## config.mk

```make
export PLATFORM = sky130hd
export DESIGN_NAME = tpse_encoder
export DESIGN_NICKNAME = d
export VERILOG_FILES = /design/src/rtl/tpse_pkg.sv /design/src/rtl/tpse_encoder.sv
export VERILOG_INCLUDE_DIRS = /design/src /design/src/rtl
export SDC_FILE = /design/constraint.sdc
export NUM_CORES = 1
export LEC_CHECK = 0
export ABC_AREA = 1
export BUFFER_PORTS_ARGS = -buffer_cell sky130_fd_sc_hd__buf_4
export CAP_MARGIN = 0
export CORE_MARGIN = 10
export CORE_UTILIZATION = 31
export CTS_BUF_LIST = sky130_fd_sc_hd__clkbuf_4
export CTS_CLUSTER_DIAMETER = 30
export DETAILED_ROUTE_END_ITERATION = 10
export HOLD_SLACK_MARGIN = 0.08
export PLACE_DENSITY = 0.47
export REMOVE_ABC_BUFFERS = 1
export SYNTH_ARGS = -nofsm -noshare
export SYNTH_HDL_FRONTEND = slang
export SYNTH_SLANG_ARGS = --single-unit
```

## constraint.sdc

```tcl
create_clock -name pclk -period 48.5 [get_ports pclk]
set_input_delay 4.85 -clock pclk [delete_from_list [all_inputs] [get_ports pclk]]
set_output_delay 4.85 -clock pclk [all_outputs]
set_load 0.01 [all_outputs]
```

## src/rtl/tpse_defs.svh

```systemverilog
// Constants for the thermometer PWM status encoder.
// Assumes a 100 MHz pclk and a PWM tick of 50 us derived from it.
`ifndef TPSE_DEFS_SVH
`define TPSE_DEFS_SVH
`define TPSE_CLK_PERIOD_NS    32'd10
`define TPSE_TICK_US          32'd50
`define TPSE_TICK_CYCLES      ((`TPSE_TICK_US * 32'd1000) / `TPSE_CLK_PERIOD_NS)
`define TPSE_FRAME_LAST       11'h7FF
`define TPSE_BUF_END          11'h100
`define TPSE_DATA_SPAN        11'h400
`define TPSE_HIGH_UNDERFLOW   11'h580
`define TPSE_HIGH_OVERFLOW    11'h600
`define TPSE_HIGH_FATAL       11'h680
`define TPSE_DATA_MAX         12'hFFF
`define TPSE_DATA_MIN         12'h000
`define TPSE_OBJ_MIN_C        16'shFEC0
`define TPSE_OBJ_MAX_C        16'sh0780
`define TPSE_AMB_MIN_C        16'sh0000
`define TPSE_AMB_MAX_C        16'sh0320
`define TPSE_REL_THRESH_C     16'sh0320
`define TPSE_REL_HYST_C       16'sh0050
`define TPSE_ADDR_CTRL        12'h000
`define TPSE_ADDR_OBJ_IN      12'h004
`define TPSE_ADDR_AMB_IN      12'h008
`define TPSE_ADDR_OBJ_REG     12'h00C
`define TPSE_ADDR_AMB_REG     12'h010
`define TPSE_ADDR_STATUS      12'h014
`define TPSE_CTRL_FATAL_BIT   0
`define TPSE_CTRL_SRC_BIT     1
`define TPSE_CTRL_POL_BIT     2
`define TPSE_CTRL_RESET       32'h0000_0000
`endif

```

## src/rtl/tpse_pkg.sv

```systemverilog
// Types for the thermometer PWM status encoder.
// Assumes nothing beyond the constants header.
package tpse_pkg;
  typedef enum logic [1:0]
  {
    TPSE_IDLE   = 2'b00,
    TPSE_ACCESS = 2'b01
  } tpse_apb_state_t;

  typedef struct packed
  {
    logic [11:0] data;
    logic        overflow;
    logic        underflow;
    logic        fatal;
    logic        zero;
  } tpse_temp_reg_t;
endpackage : tpse_pkg

```

## src/rtl/tpse_encoder.sv

```systemverilog
// PWM temperature encoder with status slot, clamped registers and relay comparator.
// Assumes an APB master on pclk; temperatures arrive as signed sixteenths of a degree.
`timescale 1ns/1ps
`default_nettype none
`include "tpse_defs.svh"

module tpse_encoder
  import tpse_pkg::*;
#(
  parameter int unsigned TICK_CYCLES = `TPSE_TICK_CYCLES
)
(
  // APB clock and reset
  input  wire logic        pclk,
  input  wire logic        presetn,
  // APB slave
  input  wire logic        psel,
  input  wire logic        penable,
  input  wire logic        pwrite,
  input  wire logic [11:0] paddr,
  input  wire logic [31:0] pwdata,
  output var  logic [31:0] prdata,
  output var  logic        pready,
  output var  logic        pslverr,
  // Measured temperatures, signed sixteenths of a degree
  input  wire logic [15:0] object_temp,
  input  wire logic [15:0] ambient_temp,
  // Consistency check result from the calibration store
  input  wire logic        eeprom_check_fail,
  // Outputs
  output var  logic        object_pwm,
  output var  logic        ambient_pwm,
  output var  logic        relay_drive_output,
  output var  logic        relay_drive_oe
);

  // Synchronisers for the asynchronous inputs.
  logic [15:0] obj_s1, obj_s2, obj_s3;
  logic [15:0] amb_s1, amb_s2, amb_s3;
  logic [2:0]  fail_s;
  logic [15:0] obj_t;
  logic [15:0] amb_t;
  logic        fail_t;

  // A word is taken only when two stages agree, so a value caught mid-change is never used.
  always_ff @(posedge pclk or negedge presetn)
  begin
    if (!presetn)
    begin
      obj_s1 <= 16'h0000;
      obj_s2 <= 16'h0000;
      obj_s3 <= 16'h0000;
      obj_t  <= 16'h0000;
    end
    else
    begin
      obj_s1 <= object_temp;
      obj_s2 <= obj_s1;
      obj_s3 <= obj_s2;
      if (obj_s2 == obj_s3)
        obj_t <= obj_s3;
    end
  end

  always_ff @(posedge pclk or negedge presetn)
  begin
    if (!presetn)
    begin
      amb_s1 <= 16'h0000;
      amb_s2 <= 16'h0000;
      amb_s3 <= 16'h0000;
      amb_t  <= 16'h0000;
    end
    else
    begin
      amb_s1 <= ambient_temp;
      amb_s2 <= amb_s1;
      amb_s3 <= amb_s2;
      if (amb_s2 == amb_s3)
        amb_t <= amb_s3;
    end
  end

  always_ff @(posedge pclk or negedge presetn)
  begin
    if (!presetn)
    begin
      fail_s <= 3'h0;
      fail_t <= 1'b0;
    end
    else
    begin
      fail_s <= {fail_s[1:0], eeprom_check_fail};
      if (fail_s[1] == fail_s[2])
        fail_t <= fail_s[2];
    end
  end

  // Control register written by software, and the temperature registers it reads back.
  logic [31:0]     ctrl;
  tpse_temp_reg_t  obj_reg;
  tpse_temp_reg_t  amb_reg;
  tpse_apb_state_t apb_state;
  logic            fatal;

  assign fatal = fail_t | ctrl[`TPSE_CTRL_FATAL_BIT];

  // Scaling: value = (T - Tmin) * 4095 / (Tmax - Tmin), with range clamps.
  function automatic logic [11:0] tpse_scale(input logic signed [15:0] t,
                                             input logic signed [15:0] tmin,
                                             input logic signed [15:0] tmax);
    logic signed [31:0] num;
    logic signed [31:0] den;
    logic        [31:0] q;
    num = (32'(t) - 32'(tmin)) * 32'sd4095;
    den = 32'(tmax) - 32'(tmin);
    q   = 32'(num / den);
    if (t <= tmin)
      tpse_scale = `TPSE_DATA_MIN;
    else if (t >= tmax)
      tpse_scale = `TPSE_DATA_MAX;
    else
      tpse_scale = q[11:0];
  endfunction : tpse_scale

  logic signed [15:0] obj_sv;
  logic signed [15:0] amb_sv;
  logic               amb_under;
  logic               amb_over;
  logic        [11:0] next_obj_data;
  logic        [11:0] next_amb_data;

  assign obj_sv    = obj_t;
  assign amb_sv    = amb_t;
  assign amb_under = amb_sv < `TPSE_AMB_MIN_C;
  assign amb_over  = amb_sv > `TPSE_AMB_MAX_C;

  always_comb
  begin
    next_obj_data = tpse_scale(obj_sv, `TPSE_OBJ_MIN_C, `TPSE_OBJ_MAX_C);
    next_amb_data = tpse_scale(amb_sv, `TPSE_AMB_MIN_C, `TPSE_AMB_MAX_C);
    if (amb_under)
    begin
      next_obj_data = `TPSE_DATA_MIN;
      next_amb_data = `TPSE_DATA_MIN;
    end
    else if (amb_over)
    begin
      next_obj_data = `TPSE_DATA_MAX;
      next_amb_data = `TPSE_DATA_MAX;
    end
  end

  // Registers follow the measurement continuously; PWM latches separately.
  always_ff @(posedge pclk or negedge presetn)
  begin
    if (!presetn)
    begin
      obj_reg <= '0;
      amb_reg <= '0;
    end
    else
    begin
      obj_reg <= '{data: next_obj_data, overflow: amb_over, underflow: amb_under,
                   fatal: fatal, zero: 1'b0};
      amb_reg <= '{data: next_amb_data, overflow: amb_over, underflow: amb_under,
                   fatal: fatal, zero: 1'b0};
    end
  end

  // Tick prescaler and frame counter.
  logic [15:0] prescale;
  logic        tick;
  logic [10:0] frame_pos;

  assign tick = prescale == 16'(TICK_CYCLES - 1);

  always_ff @(posedge pclk or negedge presetn)
  begin
    if (!presetn)
      prescale <= 16'h0000;
    else if (tick)
      prescale <= 16'h0000;
    else
      prescale <= prescale + 16'h0001;
  end

  always_ff @(posedge pclk or negedge presetn)
  begin
    if (!presetn)
      frame_pos <= 11'h000;
    else if (tick)
      frame_pos <= frame_pos + 11'h001;
  end

  // High time in ticks from frame start for each channel.
  function automatic logic [10:0] tpse_high(input logic [11:0] data,
                                            input logic under,
                                            input logic over,
                                            input logic fe);
    if (fe)
      tpse_high = `TPSE_HIGH_FATAL;
    else if (over)
      tpse_high = `TPSE_HIGH_OVERFLOW;
    else if (under)
      tpse_high = `TPSE_HIGH_UNDERFLOW;
    else
      tpse_high = `TPSE_BUF_END + {1'b0, data[11:2]};
  endfunction : tpse_high

  logic [10:0] obj_high;
  logic [10:0] amb_high;
  logic        frame_end;

  // The last tick of a frame is the only point where a new duty may be taken.
  assign frame_end = tick && (frame_pos == `TPSE_FRAME_LAST);

  always_ff @(posedge pclk or negedge presetn)
  begin
    if (!presetn)
      obj_high <= `TPSE_BUF_END;
    else if (frame_end)
      obj_high <= tpse_high(next_obj_data, amb_under, amb_over, fatal);
  end

  always_ff @(posedge pclk or negedge presetn)
  begin
    if (!presetn)
      amb_high <= `TPSE_BUF_END;
    else if (frame_end)
      amb_high <= tpse_high(next_amb_data, amb_under, amb_over, fatal);
  end

  // Buffer forces high; otherwise high until the latched high time.
  always_ff @(posedge pclk or negedge presetn)
  begin
    if (!presetn)
      object_pwm <= 1'b0;
    else
      object_pwm <= (frame_pos < `TPSE_BUF_END) || (frame_pos < obj_high);
  end

  always_ff @(posedge pclk or negedge presetn)
  begin
    if (!presetn)
      ambient_pwm <= 1'b0;
    else
      ambient_pwm <= (frame_pos < `TPSE_BUF_END) || (frame_pos < amb_high);
  end

  // Relay comparator with hysteresis; the active state means temperature is high.
  logic               rel_hot;
  logic signed [15:0] rel_src;

  assign rel_src = ctrl[`TPSE_CTRL_SRC_BIT] ? amb_sv : obj_sv;

  // Hysteresis keeps the relay from chattering while the source sits at the threshold.

  always_ff @(posedge pclk or negedge presetn)
  begin
    if (!presetn)
      rel_hot <= 1'b0;
    else if (rel_src > `TPSE_REL_THRESH_C)
      rel_hot <= 1'b1;
    else if (rel_src < (`TPSE_REL_THRESH_C - `TPSE_REL_HYST_C))
      rel_hot <= 1'b0;
  end

  // Open drain: pulling low means the relay is on.
  always_ff @(posedge pclk or negedge presetn)
  begin
    if (!presetn)
      relay_drive_oe <= 1'b0;
    else
      relay_drive_oe <= ctrl[`TPSE_CTRL_POL_BIT] ? rel_hot : !rel_hot;
  end

  // The pin only ever pulls low; an outside pull-up gives the released level.
  always_ff @(posedge pclk or negedge presetn)
  begin
    if (!presetn)
      relay_drive_output <= 1'b0;
    else
      relay_drive_output <= 1'b0;
  end

  // APB slave: one wait-free access phase, unmapped addresses flag an error.
  logic        mapped;
  logic [31:0] rd_mux;

  always_comb
  begin
    mapped = 1'b1;
    rd_mux = 32'h0000_0000;
    unique case (paddr)
      `TPSE_ADDR_CTRL:    rd_mux = ctrl;
      `TPSE_ADDR_OBJ_IN:  rd_mux = {16'h0000, obj_t};
      `TPSE_ADDR_AMB_IN:  rd_mux = {16'h0000, amb_t};
      `TPSE_ADDR_OBJ_REG: rd_mux = {16'h0000, obj_reg};
      `TPSE_ADDR_AMB_REG: rd_mux = {16'h0000, amb_reg};
      `TPSE_ADDR_STATUS:  rd_mux = {27'h0, rel_hot, fatal, amb_over, amb_under, frame_end};
      default:            mapped = 1'b0;
    endcase
  end

  always_ff @(posedge pclk or negedge presetn)
  begin
    if (!presetn)
    begin
      apb_state <= TPSE_IDLE;
      pready    <= 1'b0;
      pslverr   <= 1'b0;
      prdata    <= 32'h0000_0000;
    end
    else
    begin
      unique case (apb_state)
        TPSE_IDLE:
        begin
          pready  <= 1'b0;
          pslverr <= 1'b0;
          if (psel && !penable)
          begin
            apb_state <= TPSE_ACCESS;
            pready    <= 1'b1;
            pslverr   <= !mapped;
            prdata    <= pwrite ? 32'h0000_0000 : rd_mux;
          end
        end
        TPSE_ACCESS:
        begin
          apb_state <= TPSE_IDLE;
          pready    <= 1'b0;
          pslverr   <= 1'b0;
        end
        default:
          apb_state <= TPSE_IDLE;
      endcase
    end
  end

  // Writes take effect at the completing edge of the access phase.
  always_ff @(posedge pclk or negedge presetn)
  begin
    if (!presetn)
      ctrl <= `TPSE_CTRL_RESET;
    else if (psel && penable && pready && pwrite && paddr == `TPSE_ADDR_CTRL)
      ctrl <= pwdata & 32'h0000_0007;
  end

endmodule : tpse_encoder
`default_nettype wire

```

==> metrics.cfg <==
[clocking]
cts.sinks = 234
clk_pin_slew_ps = 60
cts_resized = 0
numCtsBuffers = 68
cts_hold_buffers = 0
clk_latency_ps = 730
ctsRootBufferMaster = clkbuf_4
h-tree-depth = 3
cts_buffer_depth = 3
post_cts_buffers = 0
cts_tree = done

[placed_design]
dp.cells = 5193
preCtsSetupSlack_ps = 28630
dp_hpwl_um = 65620
gp_congestion = 0.8347
placed_area_um2 = 31200
io_buffers = 73

[die]
initial_utilization_pct = 31.33
die_area_um2 = 107200
rows = 112
ioPinCount = 120
coreArea_um2 = 93470
die-width_um = 327.4
die_h_um = 327.4

[job]
drv_cap = 0

[yosys]
synth_top_family_by_area = simple AND/OR/NAND/NOR gates
synth_flop_cell = dfrtp_1
yosys.cell_types.count = 78
yosys_warnings = 0
synthMuxAreaShare_pct = 0.1538
postSynthAreaPerCell_um2 = 7.517
synth_area_um2 = 29290
netlist_instances = 3896
synth.area.top_cells = dfrtp_1 20%, fa_1 16%, nand2_1 11%
synth_largest_area_cell = dfrtp_1
yosys.area_share.xor_xnor_pct = 5.349
synthSimpleGateAreaFrac_pct = 30.99
ys_seq_elements = 234
synth_edf_count = 0
synth-compound-area-share_pct = 7.678
synthAdderAreaFrac_pct = 24.83
async_reset_ff_share_pct = 100.0
yosys.area.top_type_share_pct = 19.82
seq_area_frac_synth_pct = 20.00

[finish]
area_growth_pct = 9.399
instances_no_fill = 5309
final_cell_mix = 894 x nand2_1, 702 x inv_1, 290 x nand3_1
final_common_cell = nand2_1
final_cell_area_um2 = 32040
final.fill_count = 10170
fin_nets = 4528
layout-drive-gt1-share_pct = 13.34

[route]
antenna_left = 0
wl_um = 78000
viasPerCell = 4.585
avgRoutedWirePerCell_um = 14.69
drcViolationCount = 0
drtIter0Drc = 1324
dr.pass1.iters = 5
vias = 24340

[critical_path]
reg2reg_depth = 123
crit_slowest_cell = xor2_1
cp.required_ps = 49090
cp_max_fo = 34
critPathMaxStageDelay_ps = 600
critical_path_class = register to register
critPathLaunchType = register
crit_top_cell = nand2_4
end_kind = register
r2r_slack_ps = 28790
reg2reg_from = obj_sv[7]
worstPathArrival_ps = 20300
timing.rr.end = obj_high[9]

[sta]
slew_viol_final = 0
finalSetupViolations = 0
rsz0062_at_grt = no
skew_ps = 43.63
finalCritPeriodShare_pct = 40.65
min_period_ps = 19710
hold_viol_final = 0
worst_slew_pin_slew_ps = 1109
relSlewSlack_pct = 25.77
setup_slack_ps = 28790
final.setup.tns_ps = 0
fmax_ghz = 0.05072

[hold_path]
min-delay-start = amb_s1[14]
hold_class = register to register
hold_depth = 0
hold_end = amb_s2[14]

[grt]
grt_pass1_vias = 24760
grt_overflow = 0
grt_max_degree = 116
grt_antenna_before_repair = 1
grt.total_usage_pct = 14.63
grt_pass1_wl_um = 129400

[run_status]
status = finished, final reports clean

[metrics by stage]
step	util, %	hold slack, ps
after floorplan	-	331.2
after CTS	34.27	323.3
after global routing	34.28	333.7
after detailed placement	33.38	334.7
final	34.28	336.1
after global placement	33.38	332.2
[worst max-delay path by stage]
stage	startpoint	to	slack, ps	cells past startpoint
final	obj_sv[7]	obj_high[9]	28790	123
after global routing	obj_sv[7]	obj_high[9]	26640	125
after CTS	obj_sv[7]	obj_high[9]	28560	123
after detailed placement	obj_sv[7]	obj_high[9]	28630	123
after global placement	obj_sv[7]	obj_high[9]	28650	120
after floorplan	obj_sv[7]	obj_high[9]	31960	120
[area by class of cell]
class                      count  area [µm²]  area share, %
inverter                     755        2854          8.908
antenna                        1       2.502       0.007811
clock buffer                  92       690.7          2.156
timing repair buffer          85       645.6          2.015
clock inverter                23       145.1         0.4530
multi-input combinational   2865       20270          63.27
sequential                   234        5859          18.29
tap                         1254        1569          4.897
[cells by family (layout without fill, tap and decap cells)]
logic type | after synthesis | in the layout
AO/OA/AOI/OAI | 368 | 368
XOR/XNOR | 178 | 178
adder cells (fa/ha/maj) | 438 | 438
buffers and inverters | 813 | 955
flip-flops | 234 | 234
multiplexers | 4 | 4
other | 1 | 18
AND/OR/NAND/NOR | 1860 | 1860
[critical path: cells and delay by family, from the launching register on]
kind	cells	cell delay (ps)
and+or+nand+nor	89	11090
adders and majority gates	9	3780
AOI/OAI and AO/OA	14	2510
buffers and inverters	10	990
xor gates and xnor gates	1	600
DFF	1	570
[cell usage after synthesis, drive strengths merged, types with 2 or more instances]
library cell	instances
nand3b	15
o21bai	9
xor2	122
a211oi	5
fa	239
nand3	329
a21boi	2
o22ai	13
dfstp	2
o221ai	2
ha	198
nand2	1064
nor4	16
nor3	32
buf	28
a221oi	15
nand4	115
clkinv	6
o21ai	142
a21oi	135
o211ai	5
and2	3
and3	2
inv	748
nor2	267
clkbuf	29
xnor2	56
o2111ai	2
o31ai	10
a41oi	3
o21a	3
or4	2
a32o	2
nor3b	2
or2	12
dfrtp	232
mux2	4
a31oi	10
a21o	5
[layer usage]
layer | vias to the layer above | routed length, µm | track usage [%] | share of wire, %
met2 | 303 | 37330 | 25.17 | 48
met3 | 65 | 2031 | 1.470 | 2.6
met1 | 11430 | 37580 | 19.68 | 48
met4 | 0 | 1054 | 3.005 | 1.4
li1 | 12540 | - | - | -
met5 | - | 0 | 0 | 0
Power is not shown: default switching activity piles up to over one toggle a cycle in this logic, so the estimate is an artifact.
